<file path="config.mk">
export PLATFORM = sky130hd
export DESIGN_NAME = instruction_word_decoder
export DESIGN_NICKNAME = d
export VERILOG_FILES = /design/src/hdl/insn_decode_pkg.sv /design/src/hdl/instruction_word_decoder.sv /design/src/hdl/quarter_counter.sv /design/src/hdl/rmw_port_select.sv
export SDC_FILE = /design/constraint.sdc
export NUM_CORES = 1
export LEC_CHECK = 0
export BUFFER_PORTS_ARGS = -buffer_cell sky130_fd_sc_hd__buf_2
export CORE_UTILIZATION = 45
export CTS_BUF_LIST = sky130_fd_sc_hd__clkbuf_4 sky130_fd_sc_hd__clkbuf_8 sky130_fd_sc_hd__clkbuf_16
export DETAILED_ROUTE_END_ITERATION = 10
export GPL_TIMING_DRIVEN = 0
export PLACE_DENSITY = 0.77
export SKIP_LAST_GASP = 1
export SLEW_MARGIN = 10
export SYNTH_ARGS = -nofsm -noshare
export SYNTH_HDL_FRONTEND = slang
export SYNTH_SLANG_ARGS = --single-unit
</file>
<file path="constraint.sdc">
create_clock -name mclk_in -period 2.19 [get_ports mclk_in]
set_clock_uncertainty 0.15 [all_clocks]
set_input_delay 0.219 -clock mclk_in [delete_from_list [all_inputs] [get_ports mclk_in]]
set_output_delay 0.219 -clock mclk_in [all_outputs]
set_load 0.03 [all_outputs]
</file>
<file path="src/hdl/insn_decode_pkg.sv">
// Constants shared by the instruction word decoder and its helpers.
// Assumes a 14-bit instruction word and a 40 MHz oscillator clock.
package insn_decode_pkg;
   localparam int unsigned INSN_W = 14;
   localparam int unsigned FADDR_W = 7;
   localparam int unsigned BITSEL_W = 3;
   localparam int unsigned LIT8_W = 8;
   localparam int unsigned LIT11_W = 11;
   localparam int unsigned DATA_W = 8;
   // Field positions
   localparam int unsigned CLASS_HI = 13;
   localparam int unsigned CLASS_LO = 12;
   localparam int unsigned OP_HI = 11;
   localparam int unsigned OP_LO = 8;
   localparam int unsigned DEST_POS = 7;
   localparam int unsigned FADDR_HI = 6;
   localparam int unsigned FADDR_LO = 0;
   localparam int unsigned BIT_HI = 9;
   localparam int unsigned BIT_LO = 7;
   localparam int unsigned BITOP_HI = 11;
   localparam int unsigned BITOP_LO = 10;
   localparam int unsigned LIT8_HI = 7;
   localparam int unsigned LIT11_HI = 10;
   localparam int unsigned JMP_POS = 11;
   // Category codes in bits 13:12
   localparam logic [1:0] CLS_BYTE = 2'h0;
   localparam logic [1:0] CLS_BIT = 2'h1;
   localparam logic [1:0] CLS_JUMP = 2'h2;
   localparam logic [1:0] CLS_LIT = 2'h3;
   // Byte-class opcodes in bits 11:8
   localparam logic [3:0] OPB_MISC = 4'h0;
   localparam logic [3:0] OPB_CLR = 4'h1;
   localparam logic [3:0] OPB_DECSZ = 4'hB;
   localparam logic [3:0] OPB_INCSZ = 4'hF;
   // Bit-class opcodes in bits 11:10
   localparam logic [1:0] OPT_SKIPCLR = 2'h2;
   localparam logic [1:0] OPT_SKIPSET = 2'h3;
   // Literal-class return with literal: bits 11:10
   localparam logic [1:0] OPL_RETLIT = 2'h1;
   // Misc words, bits 7:0 with bit 7 clear
   localparam logic [7:0] MISC_RETURN = 8'h08;
   localparam logic [7:0] MISC_RETINT = 8'h09;
   localparam logic [7:0] MISC_SLEEP = 8'h63;
   localparam logic [7:0] MISC_CLRWDT = 8'h64;
   // Destination select values
   localparam logic DEST_ACC = 1'h0;
   localparam logic DEST_FILE = 1'h1;
   // Addresses of special file registers
   localparam logic [FADDR_W-1:0] ADDR_TIMER_ZERO = 7'h01;
   localparam logic [FADDR_W-1:0] ADDR_PCL = 7'h02;
   localparam logic [FADDR_W-1:0] ADDR_UPPER_PORT = 7'h06;
   // Timing
   localparam int unsigned CLK_MHZ = 40;
   localparam int unsigned QUARTERS = 4;
   localparam logic [1:0] Q_FIRST = 2'h0;
   localparam logic [1:0] Q_READ = 2'h1;
   localparam logic [1:0] Q_MODIFY = 2'h2;
   localparam logic [1:0] Q_LAST = 2'h3;
   typedef enum logic [1:0] {ST_EXEC, ST_FLUSH} cycle_state_t;
endpackage

</file>
<file path="src/hdl/instruction_word_decoder.sv">
// Instruction word decoder: splits a 14-bit word into operand fields and
// paces execution in four-quarter instruction cycles.
// Assumes fetched words arrive on insn_in and are stable when the first quarter latches them.
//
// Notes on behaviour
// RQ1 - Words are 14 bits, split into a category/opcode part and operand fields.
// RQ2 - Byte operations send the result to the accumulator on d=0 and to the file on d=1.
// RQ3 - The file address is the low seven bits, covering 0x00 to 0x7F.
// RQ4 - Bit operations take a three-bit select naming one bit of the addressed 8-bit register.
// RQ5 - Literal operations yield an eight-bit constant or an eleven-bit jump target.
// RQ6 - One instruction cycle is four oscillator periods and ordinary work ends within it.
// RQ7 - A true skip or a program counter change adds a second cycle executed as no_operation.
// RQ8 - Every file-register instruction reads its register, even when it only writes.
// RQ9 - Clearing upper_port_data also reads it, which clears the port change mismatch.
// RQ10 - Don't-care bits do not change the decoded operation.
// RQ11 - A read-modify-write on a port register reads the pin levels, not the latch.
// RQ12 - Writing timer_zero_count clears the prescaler when it belongs to timer zero.
// RQ13 - Fields and the two-cycle flag are presented in the first quarter of each cycle; a true skip raises the flag only in the last quarter.
`timescale 1ns/10ps
module instruction_word_decoder
   import insn_decode_pkg::*;
(
   input wire logic mclk_in,
   input wire logic sys_rst_in,
   input wire logic clk_en_in,
   input wire logic [INSN_W-1:0] insn_in,
   input wire logic skip_true_in,
   input wire logic prescaler_to_timer_in,
   input wire logic [DATA_W-1:0] pin_level_in,
   input wire logic [DATA_W-1:0] file_data_in,
   output logic [1:0] quarter_out,
   output logic [FADDR_W-1:0] file_addr_out,
   output logic dest_file_out,
   output logic [BITSEL_W-1:0] bit_sel_out,
   output logic [LIT8_W-1:0] lit8_out,
   output logic [LIT11_W-1:0] lit11_out,
   output logic is_byte_op_out,
   output logic is_bit_op_out,
   output logic is_literal_op_out,
   output logic is_jump_out,
   output logic file_read_out,
   output logic file_write_out,
   output logic acc_write_out,
   output logic two_cycle_out,
   output logic no_operation_out,
   output logic port_mismatch_clear_out,
   output logic prescaler_clear_out,
   output logic [DATA_W-1:0] operand_out
);
   // ==========================================================
   // State
   typedef struct packed {
      cycle_state_t st;
      logic [1:0] q;
      logic [FADDR_W-1:0] faddr;
      logic dest;
      logic [BITSEL_W-1:0] bsel;
      logic [LIT8_W-1:0] lit8;
      logic [LIT11_W-1:0] lit11;
      logic byte_op;
      logic bit_op;
      logic lit_op;
      logic jump;
      logic frd;
      logic fwr;
      logic awr;
      logic two;
      logic no_operation;
      logic pclr;
      logic prclr;
      logic cskip;
      logic [DATA_W-1:0] opnd;
   } dec_state_t;

   localparam dec_state_t DEC_RESET = '{
      st: ST_EXEC, q: Q_FIRST, faddr: '0, dest: DEST_ACC, bsel: '0,
      lit8: '0, lit11: '0, byte_op: 1'b0, bit_op: 1'b0, lit_op: 1'b0,
      jump: 1'b0, frd: 1'b0, fwr: 1'b0, awr: 1'b0, two: 1'b0,
      no_operation: 1'b1, pclr: 1'b0, prclr: 1'b0, cskip: 1'b0, opnd: '0};

   dec_state_t cur_ff;
   dec_state_t nxt_cur;
   logic [1:0] quarter;
   logic [DATA_W-1:0] read_data;

   // ==========================================================
   // Helpers
   quarter_counter u_quarter (
      .mclk_in(mclk_in),
      .sys_rst_in(sys_rst_in),
      .clk_en_in(clk_en_in),
      .quarter_out(quarter)
   );

   rmw_port_select u_rmw_sel (
      .is_port_in(cur_ff.faddr == ADDR_UPPER_PORT),
      .pin_level_in(pin_level_in),
      .file_data_in(file_data_in),
      .read_data_out(read_data)
   );

   // ==========================================================
   // Decode
   logic [1:0] cls;
   logic [3:0] opb;
   logic [1:0] opt;
   logic misc;
   logic uses_file;
   logic writes_file;
   logic pc_change;
   logic cond_skip;
   always_comb begin
      cls = insn_in[CLASS_HI:CLASS_LO]; // RQ1
      opb = insn_in[OP_HI:OP_LO];
      opt = insn_in[BITOP_HI:BITOP_LO];
      misc = (cls == CLS_BYTE) && (opb == OPB_MISC) && !insn_in[DEST_POS];
      // Byte ops with d=0 on the clear opcode are accumulator-only
      uses_file = ((cls == CLS_BYTE) && !misc
                   && !((opb == OPB_CLR) && !insn_in[DEST_POS]))
                  || (cls == CLS_BIT);
      writes_file = ((cls == CLS_BYTE) && uses_file && insn_in[DEST_POS]) // RQ2
                    || ((cls == CLS_BIT) && !opt[1]);
      pc_change = (cls == CLS_JUMP)
                  || ((cls == CLS_LIT) && (opt == OPL_RETLIT))
                  || (misc && ((insn_in[LIT8_HI:0] == MISC_RETURN)
                               || (insn_in[LIT8_HI:0] == MISC_RETINT)))
                  || (writes_file && (insn_in[FADDR_HI:FADDR_LO] == ADDR_PCL));
      cond_skip = ((cls == CLS_BYTE) && ((opb == OPB_DECSZ) || (opb == OPB_INCSZ)))
                  || ((cls == CLS_BIT) && opt[1]);
   end

   always_comb begin
      nxt_cur = cur_ff;
      nxt_cur.q = quarter;
      nxt_cur.pclr = 1'b0;
      nxt_cur.prclr = 1'b0;
      case (cur_ff.st)
         ST_EXEC: begin
            if (quarter == Q_FIRST) begin
               // Latch fields at the start of the cycle
               nxt_cur.faddr = insn_in[FADDR_HI:FADDR_LO]; // RQ3 RQ13
               nxt_cur.dest = insn_in[DEST_POS]; // RQ2
               nxt_cur.bsel = insn_in[BIT_HI:BIT_LO]; // RQ4
               nxt_cur.lit8 = insn_in[LIT8_HI:0]; // RQ5
               nxt_cur.lit11 = insn_in[LIT11_HI:0]; // RQ5
               nxt_cur.byte_op = (cls == CLS_BYTE) && !misc;
               nxt_cur.bit_op = (cls == CLS_BIT);
               nxt_cur.lit_op = (cls == CLS_LIT) || misc; // RQ10
               nxt_cur.jump = (cls == CLS_JUMP);
               nxt_cur.frd = uses_file; // RQ8
               nxt_cur.fwr = writes_file;
               nxt_cur.awr = ((cls == CLS_BYTE) && !misc && !insn_in[DEST_POS])
                             || ((cls == CLS_LIT) && (opt != OPL_RETLIT));
               nxt_cur.two = pc_change; // RQ13
               // Skip kind is kept: the word may be gone by the last quarter
               nxt_cur.cskip = cond_skip;
               nxt_cur.no_operation = misc && (insn_in[LIT8_HI:0] != MISC_RETURN)
                             && (insn_in[LIT8_HI:0] != MISC_RETINT)
                             && (insn_in[LIT8_HI:0] != MISC_SLEEP)
                             && (insn_in[LIT8_HI:0] != MISC_CLRWDT); // RQ10
            end
            if (quarter == Q_READ) begin
               nxt_cur.opnd = cur_ff.frd ? read_data : '0; // RQ8 RQ11
               // Any file read of the port ends the mismatch, clears included
               nxt_cur.pclr = cur_ff.frd && (cur_ff.faddr == ADDR_UPPER_PORT); // RQ9
            end
            if (quarter == Q_LAST) begin
               nxt_cur.prclr = cur_ff.fwr && (cur_ff.faddr == ADDR_TIMER_ZERO)
                               && prescaler_to_timer_in; // RQ12
               if (cur_ff.two || (cur_ff.cskip && skip_true_in)) begin
                  nxt_cur.two = 1'b1; // RQ7
                  nxt_cur.st = ST_FLUSH;
               end
            end
         end
         ST_FLUSH: begin
            // Second cycle runs as no_operation
            if (quarter == Q_FIRST) begin
               nxt_cur.no_operation = 1'b1; // RQ7
               nxt_cur.frd = 1'b0;
               nxt_cur.fwr = 1'b0;
               nxt_cur.awr = 1'b0;
               nxt_cur.jump = 1'b0;
               nxt_cur.byte_op = 1'b0;
               nxt_cur.bit_op = 1'b0;
               nxt_cur.lit_op = 1'b0;
            end
            if (quarter == Q_LAST) begin
               nxt_cur.two = 1'b0;
               nxt_cur.st = ST_EXEC; // RQ6
            end
         end
         default: nxt_cur.st = ST_EXEC;
      endcase
   end

   always_ff @(posedge mclk_in) begin
      if (sys_rst_in) begin
         cur_ff <= DEC_RESET;
      end else if (clk_en_in) begin
         cur_ff <= nxt_cur;
      end
   end

   // ==========================================================
   // Outputs
   assign quarter_out = cur_ff.q;
   assign file_addr_out = cur_ff.faddr;
   assign dest_file_out = cur_ff.dest;
   assign bit_sel_out = cur_ff.bsel;
   assign lit8_out = cur_ff.lit8;
   assign lit11_out = cur_ff.lit11;
   assign is_byte_op_out = cur_ff.byte_op;
   assign is_bit_op_out = cur_ff.bit_op;
   assign is_literal_op_out = cur_ff.lit_op;
   assign is_jump_out = cur_ff.jump;
   assign file_read_out = cur_ff.frd;
   assign file_write_out = cur_ff.fwr;
   assign acc_write_out = cur_ff.awr;
   assign two_cycle_out = cur_ff.two;
   assign no_operation_out = cur_ff.no_operation;
   assign port_mismatch_clear_out = cur_ff.pclr;
   assign prescaler_clear_out = cur_ff.prclr;
   assign operand_out = cur_ff.opnd;
endmodule

</file>
<file path="src/hdl/quarter_counter.sv">
// Divides the oscillator clock into the four quarters of one instruction cycle.
// Assumes a synchronous reset and a common clock enable.
`timescale 1ns/10ps
module quarter_counter
   import insn_decode_pkg::*;
(
   input wire logic mclk_in,
   input wire logic sys_rst_in,
   input wire logic clk_en_in,
   output logic [1:0] quarter_out
);
   typedef struct packed {
      logic [1:0] q;
   } qc_state_t;
   qc_state_t cur_ff;
   qc_state_t nxt_cur;
   always_comb begin
      nxt_cur = cur_ff;
      nxt_cur.q = (cur_ff.q == Q_LAST) ? Q_FIRST : cur_ff.q + 2'h1;
   end
   always_ff @(posedge mclk_in) begin
      if (sys_rst_in) begin
         cur_ff <= '{q: Q_FIRST};
      end else if (clk_en_in) begin
         cur_ff <= nxt_cur;
      end
   end
   assign quarter_out = cur_ff.q;
endmodule

</file>
<file path="src/hdl/rmw_port_select.sv">
// Picks the read source for a read-modify-write operand.
// Assumes pin levels and latch values are synchronous to the core clock.
`timescale 1ns/10ps
module rmw_port_select
   import insn_decode_pkg::*;
(
   input wire logic is_port_in,
   input wire logic [DATA_W-1:0] pin_level_in,
   input wire logic [DATA_W-1:0] file_data_in,
   output logic [DATA_W-1:0] read_data_out
);
   // Port registers read back the pins, not the output latch
   assign read_data_out = is_port_in ? pin_level_in : file_data_in; // RQ11
endmodule
</file>
# Word level (Yosys, flattened, before mapping)
# Index checks and enable logic that the tools add are counted.
[word_totals]
in_bits = 35
word_cells = 114
reg_bits = 56
out_inout_bits = 51
[classes]
n_addsub = 1
reduce_logical = 48
eq_ne = 25
muxes = 19
[ops]
columns = ["op", "count"]
rows = [
  ["8-bit 2-to-1 mux", 3],
  ["1-bit logical AND", 23],
  ["9-bit one-hot mux with 2 select lines", 1],
  ["8-bit by 4-bit equality test with 1-bit output, second input constant", 2],
  ["8-bit by 4-bit inequality test with 1-bit output, second input constant", 2],
  ["8-bit by 7-bit inequality test with 1-bit output, second input constant", 2],
  ["1-bit logical OR", 11],
  ["11-bit 2-to-1 mux", 1],
  ["2-bit inequality test, second input constant", 5],
  ["9-bit 2-to-1 mux", 1],
  ["3-bit AND reduction", 3],
  ["2-bit by 1-bit equality test with 1-bit output, second input constant", 4],
  ["4-bit equality test, second input constant", 2],
  ["2-bit 2-to-1 mux", 4],
  ["4-bit AND reduction", 2],
  ["7-bit by 1-bit equality test with 1-bit output, second input constant", 1],
  ["7-bit by 2-bit equality test with 1-bit output, second input constant", 1],
  ["7-bit by 3-bit equality test with 1-bit output, second input constant", 1],
  ["1-bit 2-to-1 mux", 7],
  ["7-bit 2-to-1 mux", 1],
  ["2-bit equality test, second input constant", 3],
  ["2-bit logical NOT", 3],
  ["4-bit by 1-bit equality test with 1-bit output, second input constant", 1],
  ["1-bit logical NOT", 4],
  ["other kinds (5)", 5],
]

# Longest topological paths before layout
# Gate-level depths: netlist of the first run.
[depth]
depth_word = 16
ltp_mapped = 7
mapped_depth_nobuf = 6

# Modules after synthesis
# Synthesis of the first run repeated with hierarchy kept, for this count alone.
[hier_totals]
hier_cells = 244
area_unflattened_um2 = 1988.2
[modules_own_cells]
columns = ["mod", "cells_per_inst", "area_each_um2", "seq_area_each_um2", "n_inst"]
rows = [
  ["instruction_word_decoder", 227, 1770.4, 680.7, 1],
  ["rmw_port_select", 9, 131.4, 0.0, 1],
  ["quarter_counter", 8, 86.3, 40.0, 1],
]

# Least setup slack after synthesis of the first run
# OpenSTA, ideal clock, no wires.
[synth_timing]
kind = "reg2reg"
from = "register cur_ff (netlist bit file_addr_out[3])"
to = "register cur_ff (netlist bit operand_out[0])"
n_path_buf = 1
path_stages_with_launch = 6
t_required_ns = 1.917
synth_period_minus_slack_ns = 1.731
setup_slack_ns = 0.459
setup_time_ns = 0.123
arrival_time_ns = 1.457
path_cell_list = "dfxtp_1 -> or4_4 -> nor3_2 -> buf_6 -> mux2i_1 -> o21ai_2"
[synth_via]
elab_chain_len = 3
[synth_lines]
columns = ["element", "line", "text"]
rows = [
  ["start, declared", "instruction_word_decoder.sv:81", "dec_state_t cur_ff;"],
  ["start signal, assigned", "instruction_word_decoder.sv:201", "cur_ff <= nxt_cur;"],
  ["7-bit by 3-bit equality test with 1-bit output", "instruction_word_decoder.sv:96", ".is_port_in(cur_ff.faddr == ADDR_UPPER_PORT),"],
  ["8-bit 2-to-1 mux", "rmw_port_select.sv:13", "assign read_data_out = is_port_in ? pin_level_in : file_data_in;"],
  ["8-bit 2-to-1 mux", "instruction_word_decoder.sv:163", "nxt_cur.opnd = cur_ff.frd ? read_data : '0;"],
]
# No other way between the ends.
# A chain may end at the register's enable or synchronous reset.

# Final worst setup path of the first run
[layout_timing]
from = "register u_quarter.cur_ff (netlist bit u_quarter.quarter_out[0])"
to = "register cur_ff (netlist bit file_addr_out[1])"
[layout_via]
elab_chain_len = 2
[layout_lines]
columns = ["element", "line", "text"]
rows = [
  ["start, declared", "quarter_counter.sv:15", "qc_state_t cur_ff;"],
  ["start signal, assigned", "quarter_counter.sv:23", "cur_ff <= '{q: Q_FIRST};"],
  ["start signal, assigned", "quarter_counter.sv:25", "cur_ff <= nxt_cur;"],
  ["2-bit logical NOT", "instruction_word_decoder.sv:139", "if (quarter == Q_FIRST) begin"],
  ["3-bit AND reduction (no source line)", "n/a", ""],
]
# No other way between the ends.

==> impl_metrics.json, run 1 <==
{
  "fmax_mhz": 510.8,
  "vdd.ir_drop.worst_mv": 0.3257,
  "max_cap_viol_count": 0,
  "setup.worst_path.end": "file_addr_out[1]",
  "drt_iter0_drc": 83,
  "power_density_nw_per_um2": 628.0,
  "hold_path_class": "in -> reg",
  "critPathTopFamily": "simple AND/OR/NAND/NOR gates",
  "drc": 0,
  "fillCellCount": 382,
  "setup_viol": 0,
  "drive_gt1_share_pct": 43.29,
  "root_buffer": "clkbuf_8",
  "wl_microns": 4429,
  "finalWeightedCongestion": 0.8519,
  "ys_ff_latch": 36,
  "cts_sinks": 36,
  "rows": 23,
  "core-area_sq_um": 4086,
  "seq_area_sq_um": 720.7,
  "max_stage_delay_ps": 360,
  "synth-warning-count": 0,
  "synth_area_per_cell_sq_um": 8.290,
  "start_util_pct": 47.67,
  "holdWs_ps": 48.74,
  "grt_pass1_vias": 1633,
  "p_leak_uw": 0.001245,
  "start_kind": "register",
  "rsz0062_at_grt": "no",
  "setup_tns_ps": 0,
  "cp.required_ps": 2250,
  "syn_to_final_growth_pct": 30.19,
  "antenna_found_initial": 0,
  "cts_hold_buffers": 0,
  "drtAntennaViolNets": 0,
  "die_w_microns": 67.80,
  "tritoncts": "yes",
  "dieArea_sq_um": 4596,
  "tightest_slew_ps": 645.3,
  "avgViaCountPerCell": 4.902,
  "ff2ff_setup_slack_ps": 230,
  "syn-cell-area_sq_um": 1948,
  "vias": 1853,
  "htree_levels": 2,
  "hpwlAfterDp_microns": 3398,
  "synth_flop_cell": "dfxtp_1",
  "post_drt_wl_per_cell_microns": 11.72,
  "io_pins": 86,
  "synth_edf_count": 0,
  "clockBufferDepth": 2,
  "syn_nets": 273,
  "hp-start": "file_data_in[1]",
  "insertion_delay_ps": 280,
  "min_period_over_period_pct": 89.39,
  "worst_path_most_repeated_cell": "nand2_1",
  "period_minus_slack_ps": 1958,
  "slowest_stage": "dfxtp_1",
  "end_kind": "register",
  "io_buffers": 85,
  "critPathLaunch": "u_quarter.quarter_out[0]",
  "finalNonFillerCells": 378,
  "hold_viol_final": 0,
  "dieHeight_microns": 67.80,
  "maxSlewHeadroom_pct": 56.98,
  "netlist_instances": 235,
  "critPathKind": "reg -> reg",
  "async_flop_share_pct": 0,
  "numCtsBuffers": 5,
  "reg2reg_depth": 7,
  "multiInputGateArea_sq_um": 870.8,
  "worst-path-stages": 7,
  "drt_pass1_iterations": 4,
  "grt_pass1_wl_microns": 6982,
  "nets": 365,
  "grt-ovfl-total": 0,
  "crit_fanout": 10,
  "antenna_cells": 0,
  "outcome": "finished clean",
  "r2r-start": "u_quarter.quarter_out[0]",
  "slew_violations": 0,
  "track_usage_pct": 20.35,
  "crit_chain": "inv_1 -> ha_1 -> nand2_1 -> nor2_2 -> buf_2 -> nand2_1 -> a21oi_1",
  "path_clk_slew_ps": 60,
  "grt_max_degree": 11,
  "dp.cells": 370,
  "cp_data_arrival_time_ps": 2010,
  "synth_cell_type_count": 40,
  "cp_num_buf_inv": 2,
  "ys_seq_area_share_pct": 36.99,
  "r2r-end": "file_addr_out[1]"
}
-- report_power, final --
group	internal, uW	switching [uW]
sequential	685	27.7
combinational	153	230
clock	281	216
total	1120	474
-- kinds of logic (layout without fill, tap and decap cells) --
family	Yosys count	in the layout	synth area share, %
muxes	11	11	5.652
DFF	36	36	36.99
buffers and inverters	53	146	18.43
and+or+nand+nor	83	83	21.84
AOI/OAI and AO/OA	49	49	15.16
adders and majority gates	3	3	1.927
-- per-stage QoR --
step                      setup slack (ps)  util (%)  instance area (sq um)  power [uW]
after floorplan                      459.4         -                   1948       991.8
after global placement               249.1     59.61                   2436        1102
after detailed placement             205.0     59.61                   2436        1109
after CTS                            171.2     62.00                   2534        1607
after global routing                 61.58     62.06                   2536        1669
final                                232.3     62.06                   2536        1593
-- registers in the layout, indices dropped and copies added (netlist names), 2 cells and up --
name                   cells
operand_out                8
file_addr_out              6
bit_sel_out                2
cur_ff                     2
lit11_out                  2
quarter_out                2
u_quarter.quarter_out      2
-- cells in the mapped netlist (3+ instances only) --
master | instances | area (sq um)
nor3_1 | 3 | 15.01
ha_1 | 3 | 37.54
o21ai_0 | 3 | 15.01
dfxtp_1 | 36 | 720.7
nand4_1 | 3 | 18.77
nand4b_1 | 3 | 26.28
nor2_1 | 15 | 56.30
nor3b_1 | 3 | 22.52
a21oi_1 | 25 | 125.1
buf_4 | 40 | 300.3
inv_1 | 5 | 18.77
clkbuf_1 | 5 | 18.77
o21ai_1 | 7 | 35.03
mux2i_1 | 11 | 110.1
nand2_1 | 39 | 146.4
-- cell usage in the layout, fill, tap and decap left out, types with 2 or more instances in the layout --
master     count
ha_1           3
nor4b_1        2
a32oi_1        2
a21oi_1       25
a22oi_1        2
nor2_1        14
nand3b_1       2
clkbuf_8       6
nand4_1        3
nor3b_1        3
buf_4         40
dfxtp_1       36
clkbuf_4       2
buf_2         87
nor4_1         2
clkbuf_1       5
o21ai_1        7
nor3_1         3
o21ai_0        3
nand4b_1       3
nand2_1       39
mux2i_1       11
or3_1          2
inv_1          5
and2_1         2
o2111ai_1      2
-- worst register-to-register path, stage by stage (launching register included) --
cell	delay [ps]
dfxtp_1	360
inv_1	70
ha_1	290
nand2_1	290
nor2_2	260
buf_2	250
nand2_1	80
a21oi_1	130
-- per-layer routing --
metal  part of all wire [%]  track usage [%]  vias up
li1                       -                -      958
met1                     45            24.80      835
met2                     50            34.28       54
met3                    4.4            4.054        6
met4                    1.4            9.115        0
met5                      0                0        -
-- layout make-up --
cell class	instances	share of cell area, %
multi-input combinational	146	34.34
sequential	36	28.42
timing repair buffer	85	16.77
buffer	48	13.42
clock buffer	8	3.848
tap	50	2.467
inverter	5	0.7400
-- repair_timing --
action | in CTS | in global routing
setup endpoints to repair | 0 | 2
buffers inserted | 0 | 0
gates resized for setup | 0 | 1
-- how the worst min path moves through the flow --
stage	endpoint	slack, ps	depth (start not counted)
global route	file_addr_out[5]	60	3
finish	operand_out[1]	50	3
global placement	operand_out[6]	290	2
CTS	file_addr_out[4]	40	3
floorplan	lit11_out[10]	200	2
detailed placement	operand_out[1]	290	2
No activity file was read; power rests on OpenSTA's default activity.
==> run 2, diff against run 1 <==
CORE_UTILIZATION = 42   (was 45)
PLACE_DENSITY = 0.75   (was 0.77)
clock period = 1.6 ns   (was 2.19 ns; I/O delays follow)
==> impl_metrics.json, run 2 (synthesis gave the netlist of run 1 again) <==
{
  "grt_use_met3_pct": 3.030,
  "track_usage_pct": 21.66,
  "drive_gt1_share_pct": 45.25,
  "power_density_nw_per_um2": 792.4,
  "grt_pass1_vias": 1931,
  "rsz0062_at_grt": "yes",
  "start_util_pct": 44.13,
  "rows": 24,
  "die_w_microns": 70.11,
  "pwr-share-comb_pct": 27.0,
  "outcome": "finished, violations left",
  "fillCellCount": 398,
  "grt-busiest-layer": "met2",
  "hold_viol_final": 1,
  "hold_path_class": "in -> reg",
  "power_frac_seq_pct": 42.4,
  "tritoncts": "yes",
  "p_int_uw": 1598,
  "end_kind": "register",
  "period_minus_slack_ps": 1798,
  "totalPowerFinal_uw": 2300,
  "insertion_delay_ps": 290,
  "post-route-util_pct": 65.76,
  "post_drt_wl_per_cell_microns": 12.78,
  "power.share.clock_pct": 30.7,
  "final_cell_mix": "buf_2 (85), buf_4 (46), nand2_1 (38)",
  "multiInputGateArea_sq_um": 915.9,
  "cts_sinks": 36,
  "vias": 2038,
  "dp.cells": 372,
  "grt_pass1_wl_microns": 8466,
  "fmax_mhz": 556.0,
  "antenna_cells": 0,
  "start_kind": "register",
  "maxSlewHeadroom_pct": 57.46,
  "holdWs_ps": -0.4423,
  "violations": "negative hold slack, negative setup slack",
  "drc": 0,
  "path_clk_slew_ps": 70,
  "grt-ovfl-total": 0,
  "syn_to_final_growth_pct": 49.00,
  "core-area_sq_um": 4414,
  "max_cap_viol_count": 0,
  "gr-usage-met2_pct": 39.00,
  "slew_violations": 0,
  "p_leak_uw": 0.001390,
  "tightest_slew_ps": 638.1,
  "avgViaCountPerCell": 4.971,
  "final_common_cell": "buf_2",
  "root_buffer": "clkbuf_8",
  "crit_fanout": 5,
  "drt_iter0_drc": 70,
  "drt_pass1_iterations": 4,
  "numCtsBuffers": 5,
  "clockBufferDepth": 2,
  "vdd.ir_drop.worst_mv": 0.6139,
  "largest_reg_flops": 8,
  "dieArea_sq_um": 4915,
  "grt_use_met1_pct": 24.26,
  "cp.required_ps": 1620,
  "finalWeightedCongestion": 0.7844,
  "drtAntennaViolNets": 0,
  "seq_area_sq_um": 730.7,
  "cp_data_arrival_time_ps": 1820,
  "final.setup.worst_slack_ps": -198.4,
  "switching_share_pct": 30.53,
  "critPathKind": "reg -> reg",
  "io_pins": 86,
  "hpwlAfterDp_microns": 3439,
  "final_area_sq_um": 2903,
  "io_buffers": 85,
  "dieHeight_microns": 70.11,
  "switchingPower_uw": 702.2,
  "wl_microns": 5238,
  "antenna_found_initial": 0,
  "placed_area_sq_um": 2454,
  "htree_levels": 2,
  "min_period_over_period_pct": 112.4,
  "place_ws_ps": -227.5,
  "finalNonFillerCells": 410,
  "grt_max_degree": 11,
  "setup_viol": 10,
  "nets": 396
}
[run 2: cell count changes in the layout (fill, tap and decap cells not counted), sizes merged]
cell	change
clkbuf	-1
buf	+7
dlygate4sd3	+24
[run 2: area by class of cell]
cell class | count | share of cell area [%]
multi-input cells | 146 | 31.55
repair buffers | 117 | 25.26
flip-flops and latches | 36 | 25.17
plain buffers | 47 | 11.81
clock buffers | 7 | 3.319
well taps | 52 | 2.241
inverters | 5 | 0.6466
[run 2: critical path, cell delays in order, from the launching register on]
cell,delay [ps]
dfxtp_2,330
or4_4,560
nor3_4,180
buf_6,170
mux2i_1,220
o21ai_1,80
[run 2: what timing repair did]
| action | CTS | global route |
|---|---|---|
| setup endpoints to repair | 23 | 25 |
| hold buffers | 24 | 0 |
| setup buffers | 7 | 0 |
| pin swaps | 3 | 0 |
| gates cloned | 1 | 0 |
| hold endpoints to repair | 18 | 0 |
| resized for setup | 10 | 9 |
[run 2: path summary, 6_finish.rpt]
| check | slack [ps] | cells after the start | startpoint | to |
|---|---|---|---|---|
| worst min-delay path | -0.4 | 3 | pin_level_in[0] | operand_out[0] |
| worst max-delay path | -200 | 5 | lit8_out[6] | operand_out[4] |
| worst min register to register | 300 | 2 | operand_out[6] | operand_out[6] |
| worst max register to register | -200 | 5 | lit8_out[6] | operand_out[4] |
[run 2: power groups by stage]
stage / Clock (uW) / Sequential, uW / Combinational [uW]
floorplan: 0 / 1020 / 345
global placement: 0 / 996 / 520
detailed placement: 0 / 998 / 529
CTS: 717 / 973 / 606
global route: 748 / 981 / 665
finish: 705 / 974 / 621
[run 2: per-stage QoR]
step	hold WS, ps	TNS (ps)
floorplan	138.4	-458.6
global placement	270.4	-3109
detailed placement	280.8	-3549
CTS	-6.316	-1677
global route	5.052	-2249
finish	-0.4423	-1550
[run 2: per-layer routing]
metal  wire [microns]  vias up
met3              179       17
met4              167        0
li1                 -     1024
met1             2211      934
met2             2679       63
met5                0        -
